File: src/design/csi_regs.vh
`ifndef CSI_REGS_VH
`define CSI_REGS_VH

// Byte addresses on the register bus
`define CSI_ADDR_CON1 8'h00
`define CSI_ADDR_CON2 8'h04
`define CSI_ADDR_DIV 8'h08
`define CSI_ADDR_STAT 8'h0C
`define CSI_ADDR_RXSLOT 8'h10
`define CSI_ADDR_TXSLOT 8'h14
// Buffer pages: address bits 7:4, word select in bits 3:2
`define CSI_PAGE_RXBUF 4'h2
`define CSI_PAGE_TXBUF 4'h3

`define CSI_REG_RESET 16'h0000
`define CSI_CON1_MASK 16'hAFE3
`define CSI_CON2_MASK 16'h0DEF
`define CSI_DIV_MASK 16'h0FFF

// Control one fields
`define CSI_ON 15
`define CSI_IDLE_HALT 13
`define CSI_LOOP 11
`define CSI_CLK_DIR 10
`define CSI_CLK_EDGE 9
`define CSI_FS_DIR 8
`define CSI_UNDER_REP 7
`define CSI_IDLE_OUT 6
`define CSI_JUSTIFY 5
`define CSI_FMT 1:0

// Control two and divider fields
`define CSI_WPI 11:10
`define CSI_FWC 8:5
`define CSI_WB 3:0
`define CSI_DIVISOR 11:0

// Frame formats
`define CSI_FMT_MULTI 2'h0
`define CSI_FMT_I2S 2'h1
`define CSI_FMT_AC16 2'h2
`define CSI_FMT_AC20 2'h3

// Slot geometry
`define CSI_AC_LAST_SLOT 4'hC
`define CSI_I2S_LAST_SLOT 4'h1
`define CSI_AC_TAG_BITS 5'h10
`define CSI_AC_SLOT_BITS 5'h14
`define CSI_FULL_BITS 5'h10

`endif

File: src/design/csi_sync.v
`timescale 1ns/1ps
`default_nettype none
module csi_sync #(
  parameter W = 3
) (
  input wire mclk,
  input wire arst_n,
  input wire clkEn,
  input wire [W-1:0] d,
  output reg [W-1:0] q
);
  reg [W-1:0] meta_q;

  always @(posedge mclk or negedge arst_n) begin
    if (!arst_n) begin
      meta_q <= {W{1'b0}};
      q <= {W{1'b0}};
    end else if (clkEn) begin
      meta_q <= d;
      q <= meta_q;
    end
  end
endmodule
`default_nettype wire

File: src/design/csi_buf_mem.v
`timescale 1ns/1ps
`default_nettype none
// Two write and two read ports; callers keep the write addresses apart
module csi_buf_mem #(
  parameter AW = 4,
  parameter DW = 16
) (
  input wire mclk,
  input wire clkEn,
  input wire wrEnA,
  input wire [AW-1:0] wrAddrA,
  input wire [DW-1:0] wrDataA,
  input wire wrEnB,
  input wire [AW-1:0] wrAddrB,
  input wire [DW-1:0] wrDataB,
  input wire [AW-1:0] rdAddrA,
  output reg [DW-1:0] rdDataA,
  input wire [AW-1:0] rdAddrB,
  output reg [DW-1:0] rdDataB
);
  reg [DW-1:0] mem [0:(1<<AW)-1];

  always @(posedge mclk) begin
    if (clkEn) begin
      if (wrEnA) begin
        mem[wrAddrA] <= wrDataA;
      end
      if (wrEnB) begin
        mem[wrAddrB] <= wrDataB;
      end
      rdDataA <= mem[rdAddrA];
      rdDataB <= mem[rdAddrB];
    end
  end
endmodule
`default_nettype wire

File: src/design/csi_core.v
// Notes on behaviour
// - One 16-bit shift register moves data both ways, most significant bit first.
// - A 2-bit word pointer with a direction prefix addresses the shadow words.
// - Nothing runs unless the module enable bit is set.
// - With idle halt set, the interface stops while the processor idles.
// - Loopback feeds the serial output straight back to the serial input.
// - Clock direction one takes bit clock from outside, zero drives it.
// - Edge control picks which bit clock edge changes and which samples data.
// - Frame sync direction one takes frame sync from outside, zero drives it.
// - On underflow send the last written transmit value or zeros.
// - Disabled transmit slots tri-state the output or drive zeros.
// - Justify one puts the first bit in the frame sync period.
// - Format field picks multi-channel, I2S, 16-bit or 20-bit AC-link.
// - Words per interrupt is the field value plus one.
// - Words per frame is the field value plus one.
// - Word length in bits is the field value plus one.
// - Status shows the active slot number.
// - Receive overflow flag is sticky once a receive block was overrun.
// - Receive full flag shows new receive data not yet read.
// - Transmit underflow flag is sticky once a transmit block was missing.
// - Transmit empty flag shows the transmit registers need refilling.
// - Each slot's receive enable decides whether its input is kept.
// - Each slot's transmit enable decides whether buffer data is sent.
// - Received words are left aligned with zero low bits; short sends drop LSBs.
//
// Local design decisions: the placing of the registers and the APB slave port.
`timescale 1ns/1ps
`default_nettype none
`include "csi_regs.vh"
module csi_core #(
  parameter DW = 16,
  parameter PW = 2
) (
  input wire mclk,
  input wire arst_n,
  input wire clkEn,
  input wire cpuIdle,
  input wire psel,
  input wire penable,
  input wire pwrite,
  input wire [7:0] paddr,
  input wire [31:0] pwdata,
  output reg [31:0] prdata,
  output reg pready,
  output reg pslverr,
  input wire bitClkIn,
  output reg bitClkOut,
  output reg bitClkOe,
  input wire frameSyncIn,
  output reg frameSyncOut,
  output reg frameSyncOe,
  input wire serialInPin,
  output reg serialOutPin,
  output reg serialOutOe,
  output reg blockDone
);
  reg [15:0] con1_q, con2_q, div_q, rxSlotOn_q, txSlotOn_q;
  reg [11:0] divCnt_q;
  reg prevClk_q, fsPrev_q;
  reg started_q, lead_q;
  reg [3:0] slot_q;
  reg [4:0] wordBit_q;
  reg [DW-1:0] sr_q;
  reg [PW-1:0] ptr_q;
  reg bank_q;
  reg rxFull_q, rxOver_q, txUnder_q, txEmpty_q, txFilled_q, underBlock_q;
  reg [DW-1:0] lastTx_q;
  reg waitDone_q;
  wire [2:0] pinSync;
  wire [DW-1:0] memRdSer, memRdBus;

  wire on = con1_q[`CSI_ON];
  wire run = on & ~(con1_q[`CSI_IDLE_HALT] & cpuIdle);
  wire clkDir = con1_q[`CSI_CLK_DIR];
  wire fsDir = con1_q[`CSI_FS_DIR];
  wire justify = con1_q[`CSI_JUSTIFY];
  wire idleOut = con1_q[`CSI_IDLE_OUT];
  wire [1:0] fmt = con1_q[`CSI_FMT];
  wire [1:0] wpi = con2_q[`CSI_WPI];
  wire syncClk = pinSync[0];
  wire syncFs = pinSync[1];
  wire din = con1_q[`CSI_LOOP] ? serialOutPin : pinSync[2];

  csi_sync #(.W(3)) uSync (
    .mclk(mclk),
    .arst_n(arst_n),
    .clkEn(clkEn),
    .d({serialInPin, frameSyncIn, bitClkIn}),
    .q(pinSync)
  );

  // Bit clock edges, found on mclk from the chosen source
  wire bclk = clkDir ? syncClk : bitClkOut;
  wire rise = run & bclk & ~prevClk_q;
  wire fall = run & ~bclk & prevClk_q;
  wire shiftEdge = con1_q[`CSI_CLK_EDGE] ? fall : rise;
  wire sampleEdge = con1_q[`CSI_CLK_EDGE] ? rise : fall;

  // Word and frame geometry
  reg [4:0] wordLen;
  reg [3:0] lastSlot;
  always @* begin
    case (fmt)
      `CSI_FMT_AC16: begin
        wordLen = `CSI_AC_TAG_BITS;
        lastSlot = `CSI_AC_LAST_SLOT;
      end
      `CSI_FMT_AC20: begin
        wordLen = (slot_q == 4'h0) ? `CSI_AC_TAG_BITS : `CSI_AC_SLOT_BITS;
        lastSlot = `CSI_AC_LAST_SLOT;
      end
      `CSI_FMT_I2S: begin
        wordLen = {1'b0, con2_q[`CSI_WB]} + 5'h01;
        lastSlot = `CSI_I2S_LAST_SLOT;
      end
      default: begin
        wordLen = {1'b0, con2_q[`CSI_WB]} + 5'h01;
        lastSlot = con2_q[`CSI_FWC];
      end
    endcase
  end

  wire lastWord = (wordBit_q == wordLen - 5'h01);
  wire lastFrame = started_q & ~lead_q & lastWord & (slot_q == lastSlot);
  wire inData = started_q & ~lead_q & ~wordBit_q[4];
  wire fsHit = sampleEdge & fsDir &
    ((fmt == `CSI_FMT_I2S) ? (~syncFs & fsPrev_q) : (syncFs & ~fsPrev_q));

  // Next period's position, taken at each shift edge
  reg nLead, nLoad;
  reg [3:0] nSlot;
  reg [4:0] nBit;
  always @* begin
    nLead = lead_q;
    nSlot = slot_q;
    nBit = wordBit_q;
    nLoad = 1'b0;
    if (~started_q | lastFrame) begin
      if (justify) begin
        nLead = 1'b0;
        nSlot = 4'h0;
        nBit = 5'h00;
        nLoad = 1'b1;
      end else begin
        nLead = 1'b1;
      end
    end else if (lead_q) begin
      nLead = 1'b0;
      nSlot = 4'h0;
      nBit = 5'h00;
      nLoad = 1'b1;
    end else if (lastWord) begin
      nSlot = slot_q + 4'h1;
      nBit = 5'h00;
      nLoad = 1'b1;
    end else begin
      nBit = wordBit_q + 5'h01;
    end
  end

  // Generated frame sync level for the coming period
  reg fsNext;
  always @* begin
    case (fmt)
      `CSI_FMT_MULTI: fsNext = justify ? (~nLead & (nSlot == 4'h0) & (nBit == 5'h00)) : nLead;
      `CSI_FMT_I2S: fsNext = ~nLead & nSlot[0];
      default: fsNext = nLead | (nSlot == 4'h0);
    endcase
  end

  // Block accounting: pointer and bank move on the completing sample edge
  wire wordDone = sampleEdge & ~fsHit & started_q & ~lead_q & lastWord;
  wire rxOn = rxSlotOn_q[slot_q];
  wire countWord = wordDone & (rxOn | txSlotOn_q[slot_q]);
  wire blockEnd = countWord & (ptr_q == wpi);
  wire [PW-1:0] ptrNext = blockEnd ? {PW{1'b0}} : (countWord ? ptr_q + 1'b1 : ptr_q);
  wire bankNext = blockEnd ? ~bank_q : bank_q;

  // Received word, left aligned with zeroed low bits
  wire [4:0] shAmt = `CSI_FULL_BITS - wordLen;
  wire [DW-1:0] rxShifted = {sr_q[DW-2:0], din};
  wire [DW-1:0] rxWord = wordLen[4] & (wordLen != `CSI_FULL_BITS) ? sr_q : rxShifted << shAmt;
  wire [DW-1:0] txWord = underBlock_q ?
    (con1_q[`CSI_UNDER_REP] ? lastTx_q : {DW{1'b0}}) : memRdSer;

  // Register bus decode
  wire aligned = (paddr[1:0] == 2'h0);
  wire isRxBuf = aligned & (paddr[7:4] == `CSI_PAGE_RXBUF);
  wire isTxBuf = aligned & (paddr[7:4] == `CSI_PAGE_TXBUF);
  wire isReg = aligned & ((paddr == `CSI_ADDR_CON1) | (paddr == `CSI_ADDR_CON2) |
    (paddr == `CSI_ADDR_DIV) | (paddr == `CSI_ADDR_STAT) |
    (paddr == `CSI_ADDR_RXSLOT) | (paddr == `CSI_ADDR_TXSLOT));
  wire mapped = isReg | isRxBuf | isTxBuf;
  wire capture = psel & penable & waitDone_q & ~pready;
  wire doWrite = psel & penable & pready & pwrite & ~pslverr;
  wire swRxRead = capture & ~pwrite & isRxBuf;
  wire statRead = capture & ~pwrite & (paddr == `CSI_ADDR_STAT);
  wire swTxWrite = doWrite & isTxBuf;

  csi_buf_mem #(.AW(PW + 2), .DW(DW)) uMem (
    .mclk(mclk),
    .clkEn(clkEn),
    .wrEnA(wordDone & rxOn),
    .wrAddrA({bank_q, 1'b0, ptr_q}),
    .wrDataA(rxWord),
    .wrEnB(swTxWrite),
    .wrAddrB({~bank_q, 1'b1, paddr[3:2]}),
    .wrDataB(pwdata[DW-1:0]),
    .rdAddrA({bankNext, 1'b1, ptrNext}),
    .rdDataA(memRdSer),
    .rdAddrB({~bank_q, paddr[4], paddr[3:2]}),
    .rdDataB(memRdBus)
  );

  reg [15:0] rdMux;
  always @* begin
    rdMux = 16'h0000;
    if (isRxBuf | isTxBuf) begin
      rdMux = memRdBus;
    end else begin
      case (paddr)
        `CSI_ADDR_CON1: rdMux = con1_q;
        `CSI_ADDR_CON2: rdMux = con2_q;
        `CSI_ADDR_DIV: rdMux = div_q;
        `CSI_ADDR_STAT: rdMux = {4'h0, slot_q, 4'h0, rxOver_q, rxFull_q, txUnder_q, txEmpty_q};
        `CSI_ADDR_RXSLOT: rdMux = rxSlotOn_q;
        `CSI_ADDR_TXSLOT: rdMux = txSlotOn_q;
        default: rdMux = 16'h0000;
      endcase
    end
  end

  // Bus slave: pready rises two cycles after the setup cycle
  always @(posedge mclk or negedge arst_n) begin
    if (!arst_n) begin
      waitDone_q <= 1'b0;
      pready <= 1'b0;
      pslverr <= 1'b0;
      prdata <= 32'h00000000;
      con1_q <= `CSI_REG_RESET;
      con2_q <= `CSI_REG_RESET;
      div_q <= `CSI_REG_RESET;
      rxSlotOn_q <= `CSI_REG_RESET;
      txSlotOn_q <= `CSI_REG_RESET;
      lastTx_q <= `CSI_REG_RESET;
    end else if (clkEn) begin
      waitDone_q <= psel & ~pready;
      pready <= capture;
      if (capture) begin
        pslverr <= ~mapped;
        prdata <= pwrite ? 32'h00000000 : {16'h0000, rdMux};
      end
      if (doWrite) begin
        case (paddr)
          `CSI_ADDR_CON1: con1_q <= pwdata[15:0] & `CSI_CON1_MASK;
          `CSI_ADDR_CON2: con2_q <= pwdata[15:0] & `CSI_CON2_MASK;
          `CSI_ADDR_DIV: div_q <= pwdata[15:0] & `CSI_DIV_MASK;
          `CSI_ADDR_RXSLOT: rxSlotOn_q <= pwdata[15:0];
          `CSI_ADDR_TXSLOT: txSlotOn_q <= pwdata[15:0];
          default: con1_q <= con1_q;
        endcase
        if (isTxBuf) begin
          lastTx_q <= pwdata[DW-1:0];
        end
      end
    end
  end

  // Bit clock generator and pin enables
  always @(posedge mclk or negedge arst_n) begin
    if (!arst_n) begin
      divCnt_q <= 12'h000;
      bitClkOut <= 1'b0;
      bitClkOe <= 1'b0;
      frameSyncOe <= 1'b0;
      prevClk_q <= 1'b0;
    end else if (clkEn) begin
      bitClkOe <= on & ~clkDir;
      frameSyncOe <= on & ~fsDir;
      prevClk_q <= bclk;
      if (run & ~clkDir) begin
        if (divCnt_q == div_q[`CSI_DIVISOR]) begin
          divCnt_q <= 12'h000;
          bitClkOut <= ~bitClkOut;
        end else begin
          divCnt_q <= divCnt_q + 12'h001;
        end
      end else begin
        divCnt_q <= 12'h000;
        bitClkOut <= 1'b0;
      end
    end
  end

  // Frame sequencer, shift register and serial output
  always @(posedge mclk or negedge arst_n) begin
    if (!arst_n) begin
      started_q <= 1'b0;
      lead_q <= 1'b0;
      slot_q <= 4'h0;
      wordBit_q <= 5'h00;
      sr_q <= {DW{1'b0}};
      fsPrev_q <= 1'b0;
      frameSyncOut <= 1'b0;
      serialOutPin <= 1'b0;
      serialOutOe <= 1'b0;
    end else if (clkEn) begin
      if (!run) begin
        started_q <= 1'b0;
        lead_q <= 1'b0;
        slot_q <= 4'h0;
        wordBit_q <= 5'h00;
        frameSyncOut <= 1'b0;
        serialOutPin <= 1'b0;
        serialOutOe <= 1'b0;
      end else if (shiftEdge) begin
        started_q <= 1'b1;
        lead_q <= nLead;
        slot_q <= nSlot;
        wordBit_q <= nBit;
        frameSyncOut <= fsNext;
        if (nLoad) begin
          sr_q <= txWord;
        end
        if (nLead) begin
          serialOutPin <= 1'b0;
          serialOutOe <= ~idleOut;
        end else if (txSlotOn_q[nSlot]) begin
          serialOutPin <= nLoad ? txWord[DW-1] : (~nBit[4] & sr_q[DW-1]);
          serialOutOe <= 1'b1;
        end else begin
          serialOutPin <= 1'b0;
          serialOutOe <= ~idleOut;
        end
      end else if (sampleEdge) begin
        fsPrev_q <= syncFs;
        if (inData) begin
          sr_q <= rxShifted;
        end
        if (fsHit) begin
          // External frame sync realigns the free-running frame counters
          started_q <= 1'b1;
          lead_q <= ~justify;
          if (justify) begin
            slot_q <= 4'h0;
            wordBit_q <= 5'h00;
          end
        end
      end
    end
  end

  // Pointer, bank swap and status flags; a hardware set wins over a clear
  always @(posedge mclk or negedge arst_n) begin
    if (!arst_n) begin
      ptr_q <= {PW{1'b0}};
      bank_q <= 1'b0;
      rxFull_q <= 1'b0;
      rxOver_q <= 1'b0;
      txUnder_q <= 1'b0;
      txEmpty_q <= 1'b0;
      txFilled_q <= 1'b0;
      underBlock_q <= 1'b1;
      blockDone <= 1'b0;
    end else if (clkEn) begin
      if (!run) begin
        ptr_q <= {PW{1'b0}};
      end else begin
        ptr_q <= ptrNext;
      end
      bank_q <= bankNext;
      blockDone <= blockEnd;
      rxFull_q <= (rxFull_q & ~swRxRead) | blockEnd;
      rxOver_q <= (rxOver_q & ~statRead) | (blockEnd & rxFull_q);
      txUnder_q <= (txUnder_q & ~statRead) | (blockEnd & ~txFilled_q);
      txEmpty_q <= (txEmpty_q & ~swTxWrite) | blockEnd;
      txFilled_q <= (txFilled_q | swTxWrite) & ~blockEnd;
      if (blockEnd) begin
        underBlock_q <= ~txFilled_q;
      end
    end
  end
endmodule
`default_nettype wire

File: config.mk
export PLATFORM = sky130hd
export DESIGN_NAME = csi_core
export DESIGN_NICKNAME = d
export VERILOG_FILES = /design/src/design/csi_sync.v /design/src/design/csi_buf_mem.v /design/src/design/csi_core.v
export VERILOG_INCLUDE_DIRS = /design/src /design/src/design
export SDC_FILE = /design/constraint.sdc
export NUM_CORES = 1
export LEC_CHECK = 0
export BUFFER_PORTS_ARGS = -buffer_cell sky130_fd_sc_hd__buf_2
export CORE_MARGIN = 5
export CORE_UTILIZATION = 63
export DETAILED_ROUTE_END_ITERATION = 10
export GPL_ROUTABILITY_DRIVEN = 0
export PLACE_DENSITY_LB_ADDON = 0.25
export SLEW_MARGIN = 20
export SYNTH_ARGS = -nofsm -noshare
export SYNTH_HDL_FRONTEND = slang
export SYNTH_HIERARCHICAL = 1
export SYNTH_SLANG_ARGS = --single-unit
File: constraint.sdc
create_clock -name mclk -period 9.55 [get_ports mclk]
set_clock_uncertainty 0.15 [all_clocks]
set_input_delay 0.955 -clock mclk [delete_from_list [all_inputs] [get_ports mclk]]
set_output_delay 0.955 -clock mclk [all_outputs]
set_load 0.05 [all_outputs]
Word level (Yosys, flattened, before mapping)
Memories as Yosys holds them, arrays and structs flattened. A register that Yosys moved wholly into a read port is not among the register bits.
Cells that the tools add are included.
Word-level totals
  register bits after elaboration: 179
  latch bits: 0
  RAM bits: 256
  memory bits (read-only): 0
  input bits: 50
  output and inout bits: 41
  logic and storage cells: 262
  memories: 1
Memories
  uMem.mem: depth 16, bits a word 16, rd ports 2, clocked after memory_dff 2, write ports 2, RTL line csi_buf_mem.v:21  | reg [DW-1:0] mem [0:(1<<AW)-1];
Cells by class
  add/sub/neg operators: 7
  $mul: 0
  div/mod/pow operators: 0
  $lt $le $gt $ge: 2
  equality and inequality tests: 20
  shift operators: 1
  multiplexer cells: 81
  bitwise logic cells: 93
  reduce and logical (&&, ||, !) cells: 22
Operators with widths (number)
  $mux W16: 9
  $pmux W16 S6: 1
  $and A1 B1 Y1: 50
  $mux W1: 43
  $mux W5: 8
  $mux W4: 8
  $not A1 Y1: 27
  $mux W12: 2
  $reduce_and A3 Y1: 7
  $eq A8 B4 Y1 const B: 2
  $eq A8 B5 Y1 const B: 2
  $or A1 B1 Y1: 16
  $shl A16 B5 Y16: 1
  $add A12 B1 Y12 const B: 1
  $bmux W1 S4: 3
  $eq A12 B12 Y1: 1
  $lt A4 B5 Y1 const B: 2
  $pmux W5 S2: 1
  $eq A4 B2 Y1 const B: 2
  $eq A8 B3 Y1 const B: 1
  $logic_not A4 Y1: 2
  $logic_not A8 Y1: 1
  $pmux W4 S2: 1
  $reduce_and A2 Y1: 4
  23 further kinds: 31

Depth between registers and ports, before layout
Gate-level depths: netlist of the first run.
  depth after elaboration: 17
  mapped depth: 20
  mapped depth without buffers: 15

Cells and area by module
The synthesis of the first run kept the hierarchy.
Modules (own cells, without submodules)
  csi_buf_mem: instances 1, cells each 924, area each 15894.0 um^2, seq. area each 8648.3 um^2
  csi_core: instances 1, cells each 946, area each 9679.3 um^2, seq. area each 3930.0 um^2
  csi_sync: instances 1, cells each 13, area each 251.5 um^2, seq. area each 150.1 um^2

Least setup slack after synthesis of the first run
OpenSTA, ideal clock, no wires.
  path kind: reg2reg
  start: reg con1_q[1]
  end: mem uMem.mem[2][0] (enable)
  library setup time: 0.411 ns
  arrival time: 5.074 ns
  required time: 8.989 ns
  setup slack: 3.915 ns
  stages on the path, launching flop included: 16
  path buffers: 3
  clock period less this slack: 5.635 ns
  cells stage by stage: dfrtp_1 > buf_6 > clkbuf_1 > nor2_1 > clkbuf_1 > inv_1 > ha_1 > xnor2_1 > a211oi_1 > mux2i_1 > or3_4 > nor2_4 > and4_1 > nand2_1 > or3_1 > o21ai_0
RTL lines
  start, declared: RTL line csi_core.v:57  | reg [15:0] con1_q, con2_q, div_q, rxSlotOn_q, txSlotOn_q;
  start signal, assigned: RTL line csi_core.v:240  | con1_q <= `CSI_REG_RESET;
  start signal, assigned: RTL line csi_core.v:255  | `CSI_ADDR_CON1: con1_q <= pwdata[15:0] & `CSI_CON1_MASK;
  start signal, assigned: RTL line csi_core.v:260  | default: con1_q <= con1_q;
  end, declared: RTL line csi_buf_mem.v:21

Worst setup path in the final report of the first run
  start: reg con1_q[1]
  end: reg uMem.rdDataA[12] (read register of uMem.mem), data pin
On the way
  word-level cells in the longest chain between the ends: 11
  elaborated cells between the ends (all ways): 18
  classes of those cells: add/sub: 1; eq/ne: 4; mux: 5; bitwise: 8
RTL lines
  parallel branches: the longest is 7 deep, another holds $sub A5 B1 Y5
  $and A1 B1 Y1 *: RTL line csi_core.v:172  | wire wordDone = sampleEdge & ~fsHit & started_q & ~lead_q & lastWord;
  $and A1 B1 Y1 *: RTL line csi_core.v:174  | wire countWord = wordDone & (rxOn | txSlotOn_q[slot_q]);
  $mux W2 or $and A1 B1 Y1 (tied branches): RTL line csi_core.v:176, csi_core.v:175
  $mux W2 *: RTL line csi_core.v:176  | wire [PW-1:0] ptrNext = blockEnd ? {PW{1'b0}} : (countWord ? ptr_q + 1'b1 : ptr_q);
  net ptrNext[0]: RTL line csi_core.v:176
  end, declared: RTL line csi_buf_mem.v:17  | output reg [DW-1:0] rdDataA,
Mark *: on every way through the listed nets, which the timed path passes.
A chain may end at the register's enable or synchronous reset.

==> flow_metrics.py, run 1 <==
metrics = {
    "outcome": {
        "result_of_the_run": "complete, but fails checks",
        "failing_checks": "slew limit",
    },
    "grt": {
        "maximum_number_of_pins_on_one_net_before_global_route_repair": 92,
        "globalRoute.totalOverflow": 0,
        "grtUsageTotal_pct": 30.85,
        "first_global_vias": 17390,
        "antenna_found_initial": 0,
        "grt_pass1_wl_um": 105500,
    },
    "drt": {
        "drc": 0,
        "drt_pass1_iterations": 6,
        "wl_per_cell_um": 28.08,
        "route.antenna.remaining_nets": 0,
        "drt_first_iter_violations": 1955,
        "via_count": 17140,
        "detail_route.vias_per_cell": 6.978,
        "drt_wl_total_um": 68970,
    },
    "clock_tree": {
        "clock_transition_time_at_the_flip_flop_clock_pins_of_the_worst_setup_and_hold_paths_ns": 0.06,
        "cts_h_tree_depth": 2,
        "post-cts-setup-buffers": 0,
        "holdBufCountCts": 0,
        "post_cts_resized": 0,
        "tritoncts.num_buffers": 49,
        "worst_skew_pair.late_latency_ns": 0.60,
        "clock_sinks": 451,
        "tritoncts": "yes",
        "cts_root_buf": "sky130_fd_sc_hd__clkbuf_16",
        "cts_max_path_buffers": 3,
    },
    "timing": {
        "hold_ws_ns": 0.2750,
        "worst_slew_pin_slew_ns": 1.973,
        "final_hold_viol_count": 0,
        "layout_worst_path_cycle_share_pct": 71.95,
        "final_critical_path_setup_slack_ns": 2.679,
        "max_freq_mhz": 145.5,
        "finalCriticalPeriod_ns": 6.871,
        "report.final.slew_viol_count": 35,
        "worst_slew_margin_rel_pct": -31.84,
        "setup-tns-final_ns": 0,
        "finalSetupViolations": 0,
        "unrepaired_setup_endpoints_after_global_routing": "no",
    },
    "floorplan": {
        "initial_standard_cell_utilization_of_the_core_pct": 63.39,
        "die_height_um": 212.5,
        "core-area_um2": 40740,
        "core.rowCount": 74,
        "floorplan_die_area_um2": 45140,
        "die_w_um": 212.5,
        "floorplan.io_pins": 91,
    },
    "placed_design": {
        "portBuffers": 58,
        "dp.cells": 2362,
        "preCtsSetupSlack_ns": 2.596,
        "post_dp_cell_area_um2": 26460,
        "place_hpwl_um": 46440,
    },
    "cells_and_area": {
        "final_design_area_no_fill_um2": 28200,
        "n_antenna_cell": 0,
        "design.final.nets": 1941,
        "final_cell_count_no_fill": 2456,
        "layout_cells_sized_above_1_pct": 37.21,
        "areaGrowthSynthToFinish_pct": 9.191,
    },
    "worst_setup_path": {
        "cp_num_buf_inv": 2,
        "critPathMaxStageDelay_ns": 0.91,
        "cp_data_arrival_time_ns": 7.06,
        "critPathTopFamily": "simple AND/OR/NAND/NOR gates",
        "critPathMaxFanout": 37,
        "critical_path_top_delay_cell": "sky130_fd_sc_hd__nor2_2",
        "critPathKind": "reg -> reg",
        "timing.reg2reg.setup_slack_ns": 2.68,
        "worstPathCellList": "nor2_2, inv_1, ha_1, xnor2_1, a211oi_1, mux2i_1, or3_4, nor2_4, o2111a_1, xnor2_1, nor2_4, buf_12, mux4_2, a22oi_1, nand2_1",
        "cp.required_ns": 9.74,
        "worst_setup_path_end_kind": "flip-flop",
        "critical_path.startpoint_type": "flip-flop",
    },
    "synth": {
        "synth_edf_count": 288,
        "async_reset_ff_share_pct": 36.14,
        "ys_warn_count": 6,
        "synthFlopType": "sky130_fd_sc_hd__edfxtp_1",
        "seq_area_frac_synth_pct": 49.29,
        "synth.ff_latch_count": 451,
        "syn-instance-count": 1883,
        "synth.cell_area_um2": 25820,
        "post_synth.cell_area_avg_um2": 13.71,
        "yosysUniqueCellTypes": 89,
    },
    "pwr": {
        "cellPowerDensity_nw_per_um2": 151.3,
        "vdd.ir_drop.worst_mv": 0.1461,
        "power.static_leakage_nw": 10.97,
    },
    "flow_run": {
        "timing.max_cap.violations": 0,
    },
    "hold_path": {
        "worstHoldPathType": "in -> async",
    },
}
-- final timing paths --
path / cells after the start / endpoint / from
max: 15 / uMem/rdDataA[12]$_DFFE_PP_ / con1_q[1]$_DFFE_PN0P_
min: 1 / divCnt_q[2]$_DFFE_PN0P_ / arst_n
max reg2reg: 15 / uMem/rdDataA[12]$_DFFE_PP_ / con1_q[1]$_DFFE_PN0P_
min reg2reg: 2 / prdata[2]$_DFFE_PN0P_ / prdata[2]$_DFFE_PN0P_
max in group asynchronous: 2 / sr_q[7]$_DFFE_PN0P_ / arst_n
min in group mclk: 2 / prdata[2]$_DFFE_PN0P_ / prdata[2]$_DFFE_PN0P_
-- through the flow --
stage	util, %	power (mW)
4_1_cts	69.09	4.293
3_5_place_dp	64.95	2.325
3_3_place_gp	64.94	2.319
6_report	69.22	4.267
2_1_floorplan	-	2.251
5_1_grt	69.22	4.401
-- cell families (layout without fill, tap and decap cells) --
| group | Yosys count | in the layout | share of synthesized area, % |
|---|---|---|---|
| AO/OA/AOI/OAI | 300 | 300 | 8.115 |
| buffers and inverters | 198 | 213 | 3.634 |
| multiplexers | 568 | 568 | 31.12 |
| AND/OR/NAND/NOR | 320 | 320 | 6.095 |
| flip-flops | 451 | 451 | 49.29 |
| other | 2 | 28 | 0.02908 |
| XOR/XNOR | 36 | 36 | 1.332 |
| adder cells (fa/ha/maj) | 8 | 8 | 0.3876 |
-- worst reg2reg max path: cells and delay by family, from the launching register on --
| kind | cells | cell delay (ns) |
|---|---|---|
| fa+ha+maj | 1 | 0.90 |
| compound gates | 3 | 0.94 |
| mux | 2 | 0.73 |
| buf+inv | 2 | 0.56 |
| xor+xnor | 2 | 0.36 |
| flops | 1 | 0.62 |
| simple gates | 5 | 2.35 |
-- registers in the layout, indices dropped and copies added, names as in the netlist, 5 cells and up --
register,cells
con1_q,11
uMem/mem,256
lastTx_q,16
con2_q,10
divCnt_q,12
wordBit_q,5
prdata,16
uMem/rdDataB,16
txSlotOn_q,16
sr_q,16
uMem/rdDataA,16
div_q,12
rxSlotOn_q,16
-- cells in the final DEF (no fill, tap or decap), drive strengths merged, types with 14 or more instances in the layout --
| cell type | Yosys | routed |
|---|---|---|
| o22ai | 22 | 22 |
| xnor2 | 14 | 14 |
| nor2b | 15 | 15 |
| nand2 | 125 | 125 |
| buf | 73 | 94 |
| mux4 | 140 | 140 |
| a22oi | 86 | 86 |
| mux2 | 367 | 367 |
| o21ai | 77 | 77 |
| clkbuf | 98 | 70 |
| clkinv | 0 | 15 |
| inv | 27 | 28 |
| nand3 | 16 | 16 |
| a22o | 15 | 15 |
| conb | 2 | 28 |
| nor2 | 74 | 74 |
| a21oi | 22 | 22 |
| edfxtp | 288 | 288 |
| dfrtp | 162 | 162 |
| xor2 | 20 | 20 |
| mux2i | 61 | 61 |
-- power breakdown --
| part | total (mW) | switching (mW) | internal (mW) |
|---|---|---|---|
| clock | 1.98 | 0.788 | 1.19 |
| sequential | 2.10 | 0.0127 | 2.08 |
| combinational | 0.197 | 0.140 | 0.0564 |
-- cell type report --
| class | instances | area (µm²) |
|---|---|---|
| tap | 532 | 665.6 |
| clock inverter | 22 | 277.8 |
| fill | 2775 | 12540 |
| timing repair buffer | 94 | 623.1 |
| clock buffer | 70 | 1408 |
| multi-input combinational | 1260 | 12390 |
| sequential | 451 | 12730 |
| inverter | 27 | 101.3 |
-- cell usage after synthesis (3+ instances only) --
library cell / n / area share (%)
sky130_fd_sc_hd__a221oi_1: 5 / 0.17
sky130_fd_sc_hd__clkbuf_1: 97 / 1.4
sky130_fd_sc_hd__o41ai_1: 5 / 0.17
sky130_fd_sc_hd__nand2_1: 125 / 1.8
sky130_fd_sc_hd__ha_1: 8 / 0.39
sky130_fd_sc_hd__mux4_2: 140 / 12
sky130_fd_sc_hd__nor4_1: 3 / 0.073
sky130_fd_sc_hd__nor3_1: 9 / 0.17
sky130_fd_sc_hd__a22o_1: 15 / 0.51
sky130_fd_sc_hd__inv_1: 27 / 0.39
sky130_fd_sc_hd__nor2b_1: 15 / 0.36
sky130_fd_sc_hd__a21oi_1: 22 / 0.43
sky130_fd_sc_hd__o21ai_0: 74 / 1.4
sky130_fd_sc_hd__mux2i_1: 60 / 2.3
sky130_fd_sc_hd__xor2_1: 20 / 0.68
sky130_fd_sc_hd__nand3b_1: 4 / 0.12
sky130_fd_sc_hd__a211oi_1: 7 / 0.20
sky130_fd_sc_hd__edfxtp_1: 288 / 33
sky130_fd_sc_hd__buf_4: 22 / 0.64
sky130_fd_sc_hd__buf_6: 7 / 0.31
sky130_fd_sc_hd__a32o_1: 3 / 0.12
sky130_fd_sc_hd__nand3_1: 16 / 0.31
sky130_fd_sc_hd__xnor2_1: 14 / 0.47
sky130_fd_sc_hd__o22ai_1: 22 / 0.53
sky130_fd_sc_hd__o32ai_1: 3 / 0.10
sky130_fd_sc_hd__or2_2: 6 / 0.15
sky130_fd_sc_hd__a21o_1: 5 / 0.15
sky130_fd_sc_hd__or3_1: 8 / 0.19
sky130_fd_sc_hd__mux2_1: 17 / 0.74
sky130_fd_sc_hd__dfrtp_1: 162 / 16
sky130_fd_sc_hd__and3_1: 5 / 0.12
sky130_fd_sc_hd__or3b_2: 3 / 0.10
sky130_fd_sc_hd__a31oi_1: 13 / 0.31
sky130_fd_sc_hd__nor2_2: 6 / 0.15
sky130_fd_sc_hd__buf_1: 9 / 0.13
sky130_fd_sc_hd__nand4_1: 12 / 0.29
sky130_fd_sc_hd__a211o_1: 3 / 0.10
sky130_fd_sc_hd__mux2_2: 316 / 14
sky130_fd_sc_hd__o31ai_1: 8 / 0.23
sky130_fd_sc_hd__and2_1: 7 / 0.17
sky130_fd_sc_hd__mux2_4: 34 / 2.0
sky130_fd_sc_hd__nand2b_1: 12 / 0.29
sky130_fd_sc_hd__buf_2: 34 / 0.66
sky130_fd_sc_hd__nor2_1: 67 / 0.97
sky130_fd_sc_hd__a22oi_1: 86 / 2.5
-- routing by layer --
metal	track usage (%)	up-vias	share of wire, %
li1	-	7335	-
met1	40.89	8761	38
met2	52.21	883	50
met3	4.441	158	8.1
met4	11.96	0	4.0
met5	0	-	0
Note: power is estimated with default switching activity, not from simulation.
==> run 2: changes to the inputs <==
CORE_UTILIZATION = 57   (was 63)
clock period = 6.12 ns   (was 9.55 ns; I/O delays follow)
==> flow_metrics.py, run 2 (synthesis results as in run 1) <==
metrics = {
    "placed_design": {
        "place_hpwl_um": 48020,
        "portBuffers": 58,
        "post_dp_cell_area_um2": 26710,
    },
    "clock_tree": {
        "clock_transition_time_at_the_flip_flop_clock_pins_of_the_worst_setup_and_hold_paths_ns": 0.06,
        "holdBufCountCts": 0,
        "worst_skew_pair.late_latency_ns": 0.60,
        "cts_h_tree_depth": 2,
        "cts_max_path_buffers": 3,
        "clock_sinks": 451,
        "tritoncts.num_buffers": 50,
        "cts_root_buf": "sky130_fd_sc_hd__clkbuf_16",
        "post-cts-setup-buffers": 0,
        "post_cts_resized": 0,
        "tritoncts": "yes",
    },
    "drt": {
        "via_count": 17170,
        "wl_per_cell_um": 27.42,
        "drt_wl_total_um": 69700,
        "drt_first_iter_violations": 1808,
        "drc": 0,
        "route.antenna.remaining_nets": 0,
        "detail_route.vias_per_cell": 6.754,
        "drt_pass1_iterations": 6,
    },
    "floorplan": {
        "core-area_um2": 45090,
        "floorplan_die_area_um2": 49660,
        "die_height_um": 222.9,
        "initial_standard_cell_utilization_of_the_core_pct": 57.28,
        "die_w_um": 222.9,
        "core.rowCount": 78,
        "floorplan.io_pins": 91,
    },
    "worst_setup_path": {
        "timing.reg2reg.setup_slack_ns": 0.60,
        "rr_worst_depth": 16,
        "critical_path_top_delay_cell": "sky130_fd_sc_hd__nor2_4",
        "critical_path.startpoint_type": "flip-flop",
        "worstSetupStartpoint": "con2_q[0]$_DFFE_PN0P_",
        "critPathMaxStageDelay_ns": 0.78,
        "timing.rr.start": "con2_q[0]$_DFFE_PN0P_",
        "worst_setup_path_end_kind": "flip-flop",
        "critPathKind": "reg -> reg",
        "cp.required_ns": 6.31,
        "cp_data_arrival_time_ns": 5.71,
        "crit_end": "uMem/rdDataA[7]$_DFFE_PP_",
        "reg2reg_to": "uMem/rdDataA[7]$_DFFE_PP_",
        "critPathMaxFanout": 29,
        "worstPathCellList": "ha_1, nand2b_1, ha_1, xnor2_1, a211oi_1, mux2i_1, or3_4, nor2_4, o2111a_1, nand2_1, xnor2_1, nor2_4, buf_4, mux4_2, a22oi_1, nand2_1",
    },
    "outcome": {
        "failing_checks": "hold timing, slew limit",
        "result_of_the_run": "complete, but fails checks",
    },
    "cells_and_area": {
        "layout.cells.most_common_list": "316 x sky130_fd_sc_hd__mux2_2, 288 x sky130_fd_sc_hd__edfxtp_1, 162 x sky130_fd_sc_hd__dfrtp_1",
        "final_design_area_no_fill_um2": 28410,
        "layout_cells_sized_above_1_pct": 38.11,
        "largest_register": "uMem/mem",
        "areaGrowthSynthToFinish_pct": 10.01,
        "largest_register_ff_count": 256,
        "num-fill-cells": 3418,
        "design.final.nets": 1960,
        "most_common_cell_after_layout_fill_and_taps_aside": "sky130_fd_sc_hd__mux2_2",
        "multi_input_area_um2": 12410,
        "layout.area.seq_um2": 12730,
        "n_antenna_cell": 0,
    },
    "timing": {
        "final_hold_viol_count": 12,
        "max_freq_mhz": 181.0,
        "report.final.slew_viol_count": 35,
        "setup-tns-final_ns": 0,
        "finalCriticalPeriod_ns": 5.523,
        "hold_ws_ns": -0.04896,
        "worst_slew_pin_slew_ns": 2.197,
        "unrepaired_setup_endpoints_after_global_routing": "no",
        "finalSetupViolations": 0,
        "layout_worst_path_cycle_share_pct": 90.25,
        "worst_slew_margin_rel_pct": -46.74,
    },
    "grt": {
        "grt_pass1_wl_um": 106300,
        "first_global_vias": 17440,
        "grtUsageTotal_pct": 27.75,
        "antenna_found_initial": 3,
        "globalRoute.totalOverflow": 0,
        "maximum_number_of_pins_on_one_net_before_global_route_repair": 119,
    },
    "pwr": {
        "cellPowerDensity_nw_per_um2": 234.7,
        "vdd.ir_drop.worst_mv": 0.2585,
        "power.static_leakage_nw": 11.06,
    },
    "flow_run": {
        "timing.max_cap.violations": 0,
    },
    "hold_path": {
        "worstHoldPathType": "in -> async",
    },
}
[run 2: cell count changes in the layout (fill, tap and decap cells not counted), moves of 2 or more]
cell / delta
sky130_fd_sc_hd__clkbuf_16: +2
sky130_fd_sc_hd__clkinv_2: +3
sky130_fd_sc_hd__clkbuf_8: -3
sky130_fd_sc_hd__nor2b_1: +2
sky130_fd_sc_hd__clkinv_4: +4
sky130_fd_sc_hd__clkbuf_1: -6
sky130_fd_sc_hd__nor2b_2: -2
sky130_fd_sc_hd__clkinvlp_4: +3
sky130_fd_sc_hd__buf_4: +20
[run 2: critical path: cells and delay by family (launching register included)]
| family | cells | cell delay [ns] |
|---|---|---|
| AOI/OAI and AO/OA | 3 | 0.89 |
| xor gates and xnor gates | 2 | 0.34 |
| adders and majority gates | 2 | 0.68 |
| buffers and inverters | 1 | 0.47 |
| DFF | 1 | 0.47 |
| muxes | 2 | 0.50 |
| and+or+nand+nor | 6 | 1.71 |
[run 2: cell type report]
cell class,count,share of cell area [%]
timing repair buffer,112,2.563
clock inverter,30,1.079
tap,600,2.642
multi-input combinational,1260,43.70
inverter,27,0.3567
clock buffer,62,4.858
sequential,451,44.80
[run 2: how the worst min path moves through the flow]
stage                                to  depth (start not counted)
4_1_cts           bitClkOut$_DFFE_PN0P_                          1
3_5_place_dp   underBlock_q$_DFFE_PN1P_                          1
6_report        divCnt_q[6]$_DFFE_PN0P_                          1
5_1_grt           bitClkOut$_DFFE_PN0P_                          1
2_1_floorplan        bank_q$_DFFE_PN0P_                          0
3_3_place_gp   underBlock_q$_DFFE_PN1P_                          1
[run 2: power breakdown]
part           switching (mW)  internal, mW
sequential             0.0169          3.25
clock                    1.28          1.82
combinational           0.218        0.0874
total                    1.51          5.15
[run 2: metal layers]
metal	up-vias	GRT usage (%)	share of wire (%)	wire length, µm
li1	7366	-	-	-
met1	8851	37.02	39	27180
met2	800	47.21	50	34920
met3	150	3.987	7.3	5066
met4	2	9.526	3.6	2519
met5	-	0	0.019	13
[run 2: metrics by stage]
step / total power [mW] / worst slack [ns] / util (%) / std cells
2_1_floorplan: 3.512 / 0.4849 / - / 1909
3_3_place_gp: 3.621 / 0.7663 / 59.21 / 2450
3_5_place_dp: 3.628 / 0.6756 / 59.25 / 2450
4_1_cts: 6.704 / 0.6674 / 62.99 / 2542
5_1_grt: 6.848 / 0.4719 / 63.01 / 2542
6_report: 6.667 / 0.5966 / 63.01 / 2542
